$ cat src/design/dimm_init_map.svh
/*
 * field positions, write mask, reset value, step codes and timing counts of the
 * dimm init parameter block.
 * assumes it is included by bare name wherever these are needed.
 */
`ifndef DIMM_INIT_MAP_SVH
`define DIMM_INIT_MAP_SVH

// ----------------------------------------------------------------
// register layout
// ----------------------------------------------------------------
`define PARAM_RESET_VALUE     32'h001E_0000
`define PARAM_WRITE_MASK      32'h07FF_FFFF
`define F_SKIP_TIMING         26
`define F_SKIP_INVERSION      25
`define F_THREE_MODULE        24
`define F_LONE_FOUR_RANK      23
`define F_FOUR_RANK           22
`define F_WR_STROBE_HI        21
`define F_WR_STROBE_LO        17
`define F_WR_LEVEL_SPACING    16
`define F_REGISTERED          15
`define F_STEP_TIMEOUT_HI     14
`define F_STEP_TIMEOUT_LO     10
`define F_CKE_BLOCK_HI        9
`define F_CKE_BLOCK_LO        5
`define F_RESET_ON_HI         4
`define F_RESET_ON_LO         0

// ----------------------------------------------------------------
// training step codes
// ----------------------------------------------------------------
`define STEP_IDLE             3'h0
`define STEP_RD_STROBE        3'h1
`define STEP_RCV_BITLOCK      3'h2
`define STEP_WR_LEVEL         3'h3
`define STEP_WR_STROBE        3'h4

// ----------------------------------------------------------------
// timing counts, in dram clocks
// ----------------------------------------------------------------
`define WR_LEVEL_GAP_SHORT    6'h10
`define WR_LEVEL_GAP_LONG     6'h20

`endif

$ cat src/design/dimm_init_pkg.sv
/*
 * types of the dimm init parameter block: population mappings,
 * state machine states and control word kinds.
 * assumes nothing beyond a systemverilog compiler.
 */
package dimm_init_pkg;

	typedef enum logic [1:0] {
		MAP_DEFAULT   = 2'h0,
		MAP_THREE     = 2'h1,
		MAP_LONE_FOUR = 2'h2,
		MAP_FOUR_PLUS = 2'h3
	} map_mode_t;

	typedef enum logic [4:0] {
		IN_IDLE      = 5'h01,
		IN_RESET     = 5'h02,
		IN_WAIT_CLK  = 5'h04,
		IN_CKE_BLOCK = 5'h08,
		IN_DONE      = 5'h10
	} init_state_t;

	typedef enum logic [4:0] {
		ST_IDLE = 5'h01,
		ST_RD   = 5'h02,
		ST_RCV  = 5'h04,
		ST_WRL  = 5'h08,
		ST_WRD  = 5'h10
	} train_state_t;

	typedef enum logic [5:0] {
		MS_IDLE    = 6'h01,
		MS_INV_OFF = 6'h02,
		MS_T3      = 6'h04,
		MS_MRS     = 6'h08,
		MS_T1      = 6'h10,
		MS_INV_ON  = 6'h20
	} mrs_state_t;

	typedef enum logic [2:0] {
		CW_NONE      = 3'h0,
		CW_INV_OFF   = 3'h1,
		CW_TIMING_3T = 3'h2,
		CW_MRS       = 3'h3,
		CW_TIMING_1T = 3'h4,
		CW_INV_ON    = 3'h5
	} cw_kind_t;

endpackage

$ cat src/design/pow2_timer_if.sv
/*
 * carrier between the parameter block and its power-of-two timers.
 * assumes the controller side drives load, exponent and tick.
 */
`timescale 1ns/100ps

interface pow2_timer_if;
	logic       load;
	logic [4:0] exponent;
	logic       tick;
	logic       busy;
	logic       expired;

	modport ctl (output load, output exponent, output tick, input busy, input expired);
	modport tmr (input load, input exponent, input tick, output busy, output expired);
endinterface

$ cat src/design/dimm_init_parameter_control.sv
/*
 * per-channel dimm init parameter register with the logic it steers:
 * rank mapping, init reset and cke timing, mrs control-word wrapping,
 * training step sequencing and training read/write spacing.
 * assumes uclk and dclk ticks arrive as count enables on the core clock,
 * and that the dram command path acknowledges each control word.
 */
`timescale 1ns/100ps
`include "dimm_init_map.svh"

// Functional notes
// - population bits pick mapping; zero means default
// - three-module pattern spreads ranks on six selects
// - lone four-rank pattern uses four selects
// - four-rank-plus pattern uses eight selects
// - timing words around mrs when registered, unless skipped
// - inversion words around mrs when registered, unless skipped
// - write strobe training spaced by five-bit field
// - leveling write cas every 16 or 32
// - step timer expiry advances step and reloads, except from the last step, which returns to idle
// - step timeout is two to field, dram clocks
// - cke blocked two to field uncore clocks
// - dram reset held two to field uncore clocks
// - stop-on-fail without auto-restart disable halts instead of advancing
// - step codes idle 000 through 100
module dimm_init_parameter_control
	import dimm_init_pkg::*;
(
	// clock, reset, enable
	input  wire logic        i_core_clk,
	input  wire logic        i_reset,
	input  wire logic        i_ce,
	// register port
	input  wire logic        i_reg_wr,
	input  wire logic [31:0] i_reg_wdata,
	output logic      [31:0] o_reg_rdata,
	// clock domain ticks
	input  wire logic        i_uclk_tick,
	input  wire logic        i_dclk_tick,
	// rank mapping
	input  wire logic [2:0]  i_rank,
	output logic      [7:0]  o_cs_sel,
	output logic      [3:0]  o_cke_sel,
	// initialization
	input  wire logic        i_init_start,
	input  wire logic        i_clk_cmd_valid,
	output logic             o_dram_reset_n,
	output logic             o_cke_allowed,
	// mrs control words
	input  wire logic        i_mrs_req,
	input  wire logic        i_cmd_ack,
	output logic             o_cw_valid,
	output cw_kind_t         o_cw_kind,
	// training
	input  wire logic        i_train_start,
	input  wire logic        i_step_done,
	input  wire logic        i_stop_on_fail,
	input  wire logic        i_auto_restart_disable,
	output logic      [2:0]  o_train_step,
	output logic             o_train_halted,
	output logic             o_wr_cas,
	output logic             o_rd_cas
);

	// ----------------------------------------------------------------
	// parameter register
	// ----------------------------------------------------------------
	logic [31:0] reg_q;
	logic        skip_timing_mode_switch;
	logic        skip_addr_inversion_toggle;
	logic        three_module_flag;
	logic        lone_four_rank_flag;
	logic        four_rank_flag;
	logic [4:0]  write_strobe_train_spacing;
	logic        write_leveling_spacing;
	logic        registered_flag;
	logic [4:0]  train_step_timeout;
	logic [4:0]  cke_block_exp;
	logic [4:0]  reset_on_exp;

	assign skip_timing_mode_switch    = reg_q[`F_SKIP_TIMING];
	assign skip_addr_inversion_toggle = reg_q[`F_SKIP_INVERSION];
	assign three_module_flag          = reg_q[`F_THREE_MODULE];
	assign lone_four_rank_flag        = reg_q[`F_LONE_FOUR_RANK];
	assign four_rank_flag             = reg_q[`F_FOUR_RANK];
	assign write_strobe_train_spacing = reg_q[`F_WR_STROBE_HI:`F_WR_STROBE_LO];
	assign write_leveling_spacing     = reg_q[`F_WR_LEVEL_SPACING];
	assign registered_flag            = reg_q[`F_REGISTERED];
	assign train_step_timeout         = reg_q[`F_STEP_TIMEOUT_HI:`F_STEP_TIMEOUT_LO];
	assign cke_block_exp              = reg_q[`F_CKE_BLOCK_HI:`F_CKE_BLOCK_LO];
	assign reset_on_exp               = reg_q[`F_RESET_ON_HI:`F_RESET_ON_LO];
	assign o_reg_rdata                = reg_q;

	always_ff @(posedge i_core_clk) begin
		if (i_reset)
			reg_q <= `PARAM_RESET_VALUE;
		else if (i_ce && i_reg_wr)
			reg_q <= i_reg_wdata & `PARAM_WRITE_MASK;
	end

	// ----------------------------------------------------------------
	// rank mapping
	// ----------------------------------------------------------------
	// illegal mixes of the population bits fall back to the default map
	map_mode_t  map_mode;
	logic [7:0] cs_d;
	logic [3:0] cke_d;

	assign map_mode =
		( three_module_flag && !lone_four_rank_flag && !four_rank_flag) ? MAP_THREE :
		(!three_module_flag &&  lone_four_rank_flag &&  four_rank_flag) ? MAP_LONE_FOUR :
		(!three_module_flag && !lone_four_rank_flag &&  four_rank_flag) ? MAP_FOUR_PLUS :
		MAP_DEFAULT;
	assign cs_d =
		(map_mode == MAP_THREE) ? ((i_rank < 3'h6) ? (8'h01 << i_rank) : 8'h00) :
		(map_mode == MAP_LONE_FOUR) ? (8'h01 << i_rank[1:0]) :
		(8'h01 << i_rank);
	assign cke_d =
		(map_mode == MAP_LONE_FOUR) ? (4'h1 << i_rank[1]) :
		(map_mode == MAP_DEFAULT) ? (4'h1 << i_rank[1:0]) :
		(4'h1 << i_rank[2:1]);

	always_ff @(posedge i_core_clk) begin
		if (i_reset) begin
			o_cs_sel  <= 8'h00;
			o_cke_sel <= 4'h0;
		end else if (i_ce) begin
			o_cs_sel  <= cs_d;
			o_cke_sel <= cke_d;
		end
	end

	// ----------------------------------------------------------------
	// initialization: reset pulse, then cke block
	// ----------------------------------------------------------------
	pow2_timer_if init_tmr ();
	init_state_t  init_q;
	init_state_t  init_d;
	logic         init_go;

	assign init_go           = i_init_start && ((init_q == IN_IDLE) || (init_q == IN_DONE));
	assign init_tmr.load     = init_go || ((init_q == IN_WAIT_CLK) && i_clk_cmd_valid);
	assign init_tmr.exponent = (init_q == IN_WAIT_CLK) ? cke_block_exp : reset_on_exp;
	assign init_tmr.tick     = i_uclk_tick;

	pow2_timer u_init_timer (
		.i_core_clk (i_core_clk),
		.i_reset    (i_reset),
		.i_ce       (i_ce),
		.bus        (init_tmr.tmr)
	);

	always_comb begin
		init_d = init_q;
		unique case (init_q)
			IN_IDLE:      if (init_go) init_d = IN_RESET;
			IN_RESET:     if (init_tmr.expired) init_d = IN_WAIT_CLK;
			IN_WAIT_CLK:  if (i_clk_cmd_valid) init_d = IN_CKE_BLOCK;
			IN_CKE_BLOCK: if (init_tmr.expired) init_d = IN_DONE;
			IN_DONE:      if (init_go) init_d = IN_RESET;
		endcase
	end

	always_ff @(posedge i_core_clk) begin
		if (i_reset) begin
			init_q         <= IN_IDLE;
			o_dram_reset_n <= 1'b1;
			o_cke_allowed  <= 1'b0;
		end else if (i_ce) begin
			init_q         <= init_d;
			o_dram_reset_n <= (init_d != IN_RESET);
			o_cke_allowed  <= (init_d == IN_DONE);
		end
	end

	// ----------------------------------------------------------------
	// mrs wrapping with control words
	// ----------------------------------------------------------------
	// flags are sampled per step, so change them only while idle
	mrs_state_t mrs_q;
	mrs_state_t mrs_d;
	cw_kind_t   kind_d;
	logic       use_inv;
	logic       use_timing;

	assign use_inv    = registered_flag && !skip_addr_inversion_toggle;
	assign use_timing = registered_flag && !skip_timing_mode_switch;
	assign o_cw_valid = (mrs_q != MS_IDLE);

	always_comb begin
		mrs_d = mrs_q;
		unique case (mrs_q)
			MS_IDLE:    if (i_mrs_req)
				mrs_d = use_inv ? MS_INV_OFF : (use_timing ? MS_T3 : MS_MRS);
			MS_INV_OFF: if (i_cmd_ack) mrs_d = use_timing ? MS_T3 : MS_MRS;
			MS_T3:      if (i_cmd_ack) mrs_d = MS_MRS;
			MS_MRS:     if (i_cmd_ack)
				mrs_d = use_timing ? MS_T1 : (use_inv ? MS_INV_ON : MS_IDLE);
			MS_T1:      if (i_cmd_ack) mrs_d = use_inv ? MS_INV_ON : MS_IDLE;
			MS_INV_ON:  if (i_cmd_ack) mrs_d = MS_IDLE;
		endcase
	end

	always_comb begin
		kind_d = CW_NONE;
		unique case (mrs_d)
			MS_IDLE:    kind_d = CW_NONE;
			MS_INV_OFF: kind_d = CW_INV_OFF;
			MS_T3:      kind_d = CW_TIMING_3T;
			MS_MRS:     kind_d = CW_MRS;
			MS_T1:      kind_d = CW_TIMING_1T;
			MS_INV_ON:  kind_d = CW_INV_ON;
		endcase
	end

	always_ff @(posedge i_core_clk) begin
		if (i_reset) begin
			mrs_q     <= MS_IDLE;
			o_cw_kind <= CW_NONE;
		end else if (i_ce) begin
			mrs_q     <= mrs_d;
			o_cw_kind <= kind_d;
		end
	end

	// ----------------------------------------------------------------
	// training step sequencer
	// ----------------------------------------------------------------
	pow2_timer_if step_tmr ();
	train_state_t train_q;
	train_state_t train_d;
	train_state_t train_next;
	logic [2:0]   step_code_d;
	logic         in_step;
	logic         train_go;
	logic         advance;
	logic         stop;

	assign in_step  = (train_q != ST_IDLE) && !o_train_halted;
	assign train_go = i_train_start && ((train_q == ST_IDLE) || o_train_halted);
	assign advance  = in_step && (i_step_done || step_tmr.expired);
	assign stop     = in_step && step_tmr.expired && !i_step_done
		&& i_stop_on_fail && !i_auto_restart_disable;
	assign train_next =
		(train_q == ST_RD)  ? ST_RCV :
		(train_q == ST_RCV) ? ST_WRL :
		(train_q == ST_WRL) ? ST_WRD : ST_IDLE;
	assign train_d = train_go ? ST_RD : ((advance && !stop) ? train_next : train_q);
	assign step_tmr.load     = train_go || (advance && !stop && (train_next != ST_IDLE));
	assign step_tmr.exponent = train_step_timeout;
	assign step_tmr.tick     = i_dclk_tick;
	assign step_code_d =
		(train_d == ST_RD)  ? `STEP_RD_STROBE :
		(train_d == ST_RCV) ? `STEP_RCV_BITLOCK :
		(train_d == ST_WRL) ? `STEP_WR_LEVEL :
		(train_d == ST_WRD) ? `STEP_WR_STROBE : `STEP_IDLE;

	pow2_timer u_step_timer (
		.i_core_clk (i_core_clk),
		.i_reset    (i_reset),
		.i_ce       (i_ce),
		.bus        (step_tmr.tmr)
	);

	always_ff @(posedge i_core_clk) begin
		if (i_reset) begin
			train_q        <= ST_IDLE;
			o_train_step   <= `STEP_IDLE;
			o_train_halted <= 1'b0;
		end else if (i_ce) begin
			train_q        <= train_d;
			o_train_step   <= step_code_d;
			o_train_halted <= stop || (o_train_halted && !train_go);
		end
	end

	// ----------------------------------------------------------------
	// training read/write spacing
	// ----------------------------------------------------------------
	// a zero spacing field still leaves one dram clock between commands
	logic [5:0] gap_q;
	logic [5:0] gap_d;
	logic [5:0] gap_len;
	logic       rd_phase_q;
	logic       spacing_on;
	logic       fire;

	assign spacing_on = in_step && ((train_q == ST_WRL) || (train_q == ST_WRD));
	assign gap_len =
		(train_q == ST_WRL) ? (write_leveling_spacing ? `WR_LEVEL_GAP_LONG
			: `WR_LEVEL_GAP_SHORT) :
		((write_strobe_train_spacing == 5'h00) ? 6'h01
			: {1'b0, write_strobe_train_spacing});
	assign fire  = spacing_on && i_dclk_tick && (gap_q == 6'h00);
	assign gap_d =
		!spacing_on ? 6'h00 :
		fire ? (gap_len - 6'h01) :
		(i_dclk_tick && (gap_q != 6'h00)) ? (gap_q - 6'h01) : gap_q;

	always_ff @(posedge i_core_clk) begin
		if (i_reset) begin
			gap_q      <= 6'h00;
			rd_phase_q <= 1'b1;
			o_wr_cas   <= 1'b0;
			o_rd_cas   <= 1'b0;
		end else if (i_ce) begin
			gap_q      <= gap_d;
			rd_phase_q <= !spacing_on ? 1'b1
				: ((fire && (train_q == ST_WRD)) ? !rd_phase_q : rd_phase_q);
			o_wr_cas   <= fire && ((train_q == ST_WRL) || !rd_phase_q);
			o_rd_cas   <= fire && (train_q == ST_WRD) && rd_phase_q;
		end
	end
endmodule // dimm_init_parameter_control

$ cat src/design/pow2_timer.sv
/*
 * down counter loaded with two to the power of an exponent.
 * assumes tick is a one-cycle count enable of the counting clock.
 */
`timescale 1ns/100ps

module pow2_timer (
	// clock and reset
	input  wire logic   i_core_clk,
	input  wire logic   i_reset,
	input  wire logic   i_ce,
	// timer control
	pow2_timer_if.tmr   bus
);
	logic [31:0] cnt_q;
	logic        expired_q;
	logic [31:0] load_val;
	logic        last_tick;

	assign load_val    = 32'h0000_0001 << bus.exponent;
	assign last_tick   = bus.tick && (cnt_q == 32'h0000_0001);
	assign bus.busy    = (cnt_q != 32'h0000_0000);
	assign bus.expired = expired_q;

	// ----------------------------------------------------------------
	// counter
	// ----------------------------------------------------------------
	always_ff @(posedge i_core_clk) begin
		if (i_reset) begin
			cnt_q     <= 32'h0000_0000;
			expired_q <= 1'b0;
		end else if (i_ce) begin
			expired_q <= !bus.load && last_tick;
			if (bus.load)
				cnt_q <= load_val;
			else if (bus.tick && bus.busy)
				cnt_q <= cnt_q - 32'h0000_0001;
		end
	end
endmodule // pow2_timer

$ cat config.mk
export PLATFORM = sky130hd
export DESIGN_NAME = dimm_init_parameter_control
export DESIGN_NICKNAME = d
export VERILOG_FILES = /design/src/design/dimm_init_pkg.sv /design/src/design/pow2_timer_if.sv /design/src/design/dimm_init_parameter_control.sv /design/src/design/pow2_timer.sv
export VERILOG_INCLUDE_DIRS = /design/src /design/src/design
export SDC_FILE = /design/constraint.sdc
export NUM_CORES = 1
export LEC_CHECK = 0
export ABC_AREA = 1
export BUFFER_PORTS_ARGS = -buffer_cell sky130_fd_sc_hd__buf_2
export CAP_MARGIN = 25
export CELL_PAD_IN_SITES_DETAIL_PLACEMENT = 0
export CELL_PAD_IN_SITES_GLOBAL_PLACEMENT = 2
export CORE_MARGIN = 3
export CORE_UTILIZATION = 32
export CTS_BUF_LIST = sky130_fd_sc_hd__clkbuf_8
export DETAILED_ROUTE_END_ITERATION = 10
export PLACE_DENSITY = 0.84
export SETUP_SLACK_MARGIN = 0.05
export SYNTH_ARGS = -nofsm -noshare
export SYNTH_HDL_FRONTEND = slang
export SYNTH_HIERARCHICAL = 1
export SYNTH_SLANG_ARGS = --single-unit
$ cat constraint.sdc
create_clock -name i_core_clk -period 3 [get_ports i_core_clk]
set_clock_uncertainty 0.2 [all_clocks]
set_input_delay 0.15 -clock i_core_clk [delete_from_list [all_inputs] [get_ports i_core_clk]]
set_output_delay 0.15 -clock i_core_clk [all_outputs]
set_load 0.02 [all_outputs]
=== Yosys cells after proc, flatten, opt, wreduce, memory -nomap -nowiden ===
Cells that the tools add are included.

* Add/sub/neg operators: 4
* $lt $le $gt $ge: 1
* Eq/ne operators: 37
* Shifts and indexed selects: 7
* Multiplexer cells: 47
* Reductions and logical operators: 68

{| class="wikitable"
|+ Operators with widths
! cell !! count
|-
| $mux W32 || 4
|-
| $mux W6 || 14
|-
| $eq A32 B1 Y1 const B || 2
|-
| $reduce_bool A32 Y1 || 2
|-
| $shl A1 B5 Y32 const A || 2
|-
| $sub A32 B1 Y32 const B || 2
|-
| $mux W5 || 11
|-
| $pmux W6 S6 || 1
|-
| $logic_and A1 B1 Y1 || 34
|-
| $mux W8 || 3
|-
| $eq A5 B5 Y1 const B || 4
|-
| $pmux W5 S4 || 1
|-
| $pmux W3 S6 || 1
|-
| $eq A5 B2 Y1 const B || 3
|-
| $eq A5 B3 Y1 const B || 3
|-
| $eq A5 B4 Y1 const B || 3
|-
| $logic_not A1 Y1 || 13
|-
| $eq A6 B1 Y1 const B || 2
|-
| $eq A6 B2 Y1 const B || 2
|-
| $eq A6 B3 Y1 const B || 2
|-
| $eq A6 B4 Y1 const B || 2
|-
| $eq A6 B5 Y1 const B || 2
|-
| $eq A6 B6 Y1 const B || 2
|-
| $mux W3 || 4
|-
| 25 further kinds || 45
|}

* Register bits after elaboration: 139
* Bits of input ports: 49
* Output and inout port bits: 56
* Word-level logic and storage cells: 183

=== Depth between registers and ports, before layout ===
* Word-level depth: 15
* Depth in mapped cells: 17
* Mapped depth without buffers: 17

=== By module ===
Netlist, hierarchy kept.

{| class="wikitable"
|+ Modules (own cells, without submodules)
! module !! times used !! cells each !! area each (um2) !! sequential area each (um2)
|-
| pow2_timer || 2 || 515 || 2731.4 || 660.6
|-
| dimm_init_parameter_control || 1 || 580 || 3833.7 || 1461.4
|}

=== Worst setup path before layout ===
OpenSTA, ideal clock, no wires.

* Path type: reg-to-reg
* Start: register init_q[2]
* End: register u_init_timer.cnt_q[16]
* Setup time: 0.064 ns
* Arrival time: 1.925 ns
* Data required time: 2.736 ns
* Setup slack: 0.811 ns
* Stages on the path, launching flop included: 12
* Path buffers: 1
* Cell sequence: dfxtp_1 inv_1 nor4_4 inv_1 nand2_1 nand2_1 inv_1 clkbuf_1 nand3_1 o21ai_0 nor2_1 nor2_1

{| class="wikitable"
|+ RTL lines
! element !! line !! RTL
|-
| start: declaration || dimm_init_parameter_control.sv:137 || <nowiki>init_state_t init_q;</nowiki>
|-
| start signal: assignment || dimm_init_parameter_control.sv:170 || <nowiki>init_q <= init_d;</nowiki>
|-
| $eq A5 B3 Y1 || dimm_init_parameter_control.sv:143 || <nowiki>assign init_tmr.exponent = (init_q == IN_WAIT_CLK) ? cke_block_exp : reset_on_exp;</nowiki>
|-
| $mux W5 || dimm_init_parameter_control.sv:143 ||
|-
| named net init_tmr.exponent[3] || pow2_timer_if.sv:9 || <nowiki>logic [4:0] exponent;</nowiki>
|-
| $shl A1 B5 Y32 || pow2_timer.sv:20 || <nowiki>assign load_val = 32'h0000_0001 << bus.exponent;</nowiki>
|-
| $mux W32 || pow2_timer.sv:34 || <nowiki>if (bus.load)</nowiki>
|-
| end signal: assignment || pow2_timer.sv:35 || <nowiki>cnt_q <= load_val;</nowiki>
|-
| end signal: assignment || pow2_timer.sv:37 || <nowiki>cnt_q <= cnt_q - 32'h0000_0001;</nowiki>
|-
| end: declaration || pow2_timer.sv:15 || <nowiki>logic [31:0] cnt_q;</nowiki>
|}

The timed path passes the listed nets, and every way through them passes these cells.
A chain may end at the register's enable or synchronous reset.

==> results.sh <==
export IMPL_min_from="i_reg_wr"
export IMPL_p_sw_mw=2.17
export IMPL_crit_reg2reg_launch="init_q[0]"
export IMPL_h_tree_depth=4
export IMPL_syn_instance_count=1608
export IMPL_clk_pin_slew_ns=0.09
export IMPL_overflow=0
export IMPL_die_y_um=176
export IMPL_synth_cell_area_sq_um=9290
export IMPL_comb_power_share_pct=32.0
export IMPL_grt_pass1_vias=9525
export IMPL_viasPerCell=4.80
export IMPL_rows=61
export IMPL_p_total_mw=5.39
export IMPL_antenna_diode_count=0
export IMPL_ys_warn_count=6
export IMPL_crit_chain="dlygate4sd3_1 -> buf_6 -> clkinv_1 -> buf_4 -> nor3_1 -> dlygate4sd3_1 -> nand2_1 -> dlygate4sd3_1 -> a21oi_1"
export IMPL_drv_cap=0
export IMPL_power_density_nw_per_um2=494
export IMPL_worst_pin_slew_ns=0.681
export IMPL_crit_path_end_kind="flip-flop"
export IMPL_internal_power_mw=3.22
export IMPL_drv_slew=0
export IMPL_cts_tree="done"
export IMPL_clockBufferDepth=2
export IMPL_hold_depth=3
export IMPL_power_share_switching_pct=40.3
export IMPL_crit_top_cell="dlygate4sd3_1"
export IMPL_antenna_found_initial=0
export IMPL_die_w_um=176
export IMPL_fmax_mhz=362
export IMPL_wl_per_cell_um=14.4
export IMPL_cellLeakagePower_nw=5.28
export IMPL_drc=0
export IMPL_dieArea_sq_um=31100
export IMPL_seq_power_share_pct=39.5
export IMPL_crit_fanout=45
export IMPL_rr_worst_depth=12
export IMPL_grt_pass1_wl_um=49800
export IMPL_cts_buffers=17
export IMPL_globalplace_congestion=0.836
export IMPL_clk_latency_ns=0.46
export IMPL_initial_utilization_pct=33.0
export IMPL_synth_avg_cell_area_sq_um=5.78
export IMPL_grt_max_degree=56
export IMPL_num_vias=10100
export IMPL_crit_slowest_cell="dlygate4sd3_1"
export IMPL_postRouteAntennaNets=0
export IMPL_hold_violations=0
export IMPL_track_usage_pct=19.8
export IMPL_status="complete, no violations"
export IMPL_area_delta_synth_final_pct=17.5
export IMPL_relSlewSlack_pct=54.2
export IMPL_drive_above_1_share_pct=11.2
export IMPL_clock_tree_root_cell="clkbuf_8"
export IMPL_io_buffer_count=94
export IMPL_drt_initial_drc_count=603
export IMPL_fillers=3104
export IMPL_finalWirelength_um=30500
export IMPL_nets=1777
export IMPL_firstDrtPassIters=5
export IMPL_min_period_over_period_pct=92.0
export IMPL_required_ns=3.18
export IMPL_num_io_pins=105
export IMPL_hpwl_um=22400
export IMPL_cp_arrival_ns=2.94
export IMPL_clkSinkCount=139
export IMPL_ir_worst_vdd_v=0.000233
export IMPL_r2r_slack_ns=0.33
export IMPL_cpPeakStageDelay_ns=0.60
export IMPL_power_frac_clock_pct=28.4
export IMPL_rr_endpoint="u_init_timer/cnt_q[21]"
export IMPL_min_path_type="primary input to flip-flop"
export IMPL_period_minus_slack_ns=2.76
export IMPL_cts_setup_buffers=0
export IMPL_final_util_pct=38.8
export IMPL_path_class="primary input to flip-flop"
export IMPL_core_sq_um=28200
export IMPL_setup_viol=0
export IMPL_start_kind="primary input"
export IMPL_rsz0062_at_grt="true"
export IMPL_worstHoldEndpoint="o_reg_rdata[15]"
## worst max-delay path: cells and delay by family
kind | cells | cell delay (ns)
buffers and inverters | 6 | 2.38
AND/OR/NAND/NOR | 2 | 0.25
AO/OA/AOI/OAI | 1 | 0.11
## flip-flops by register name (all words and copies together), names as in the netlist, 5 cells and up
signal,count
o_cs_sel,8
u_init_timer/cnt_q,32
u_step_timer/cnt_q,32
gap_q,6
o_reg_rdata,27
mrs_q,6
train_q,5
init_q,5
## per-stage QoR
| step | instance area, sq um | setup WS, ns | std cells | setup TNS (ns) | hold WS, ns |
|---|---|---|---|---|---|
| floorplan | 9300 | 0.811 | 1612 | 0 | 0.0191 |
| global placement | 10100 | 0.393 | 2039 | 0 | 0.152 |
| detailed placement | 10100 | 0.383 | 2040 | 0 | 0.156 |
| CTS | 10900 | 0.200 | 2114 | 0 | 0.0544 |
| global route | 10900 | -0.00722 | 2114 | -0.00722 | 0.107 |
| finish | 10900 | 0.241 | 2114 | 0 | 0.0769 |
## power groups by stage
stage | clock network (mW) | registers, mW | logic (mW)
after global routing | 1.66 | 2.16 | 1.98
after CTS | 1.58 | 2.13 | 1.73
after floorplan | 0 | 2.17 | 1.22
after detailed placement | 0 | 2.17 | 1.68
final | 1.53 | 2.13 | 1.73
after global placement | 0 | 2.17 | 1.67
## what timing repair did
item	4_1_cts	5_1_grt
setup endpoints to repair	0	3
hold buffers	42	0
endpoints found under the hold margin	57	0
resized for setup	0	1
## routing by layer
metal | part of all wire [%] | wire (um) | up-vias | global-route usage (%)
li1 | - | - | 5328 | -
met1 | 49 | 14800 | 4554 | 27.3
met2 | 44 | 13400 | 234 | 31.3
met3 | 6.0 | 1810 | 33 | 4.71
met4 | 1.5 | 450 | 0 | 4.62
met5 | 0 | 0 | - | 0
## cell type report
class | instances | area, sq um | area share (%)
Clock buffer | 17 | 234 | 2.14
Inverter | 166 | 623 | 5.71
Clock inverter | 15 | 139 | 1.27
Sequential cell | 139 | 2780 | 25.5
Multi-Input combinational cell | 1245 | 5600 | 51.3
Timing Repair Buffer | 154 | 1060 | 9.76
Tap cell | 378 | 473 | 4.33
## worst max path at each step
| stage | cells past startpoint | endpoint | from |
|---|---|---|---|
| after floorplan | 11 | u_init_timer/cnt_q[16] | init_q[2] |
| after global placement | 11 | u_init_timer/cnt_q[21] | init_q[2] |
| after detailed placement | 12 | u_init_timer/cnt_q[22] | init_q[0] |
| after CTS | 9 | o_cs_sel[4] | i_ce |
| after global routing | 12 | u_init_timer/cnt_q[22] | init_q[0] |
| final | 9 | o_cs_sel[4] | i_ce |
## layout by cell type (no fill, tap or decap), drive strengths merged, types with 6 or more instances in the layout
master         n
nand2        444
nor2         377
inv          172
dfxtp        139
nand3        113
buf          112
a21oi        101
o21ai         95
dlygate4sd3   42
nand4         38
clkbuf        17
nor3          12
nand3b        12
nor4           9
xor2           7
or2            6
Power figures use the tool's default switching activity.
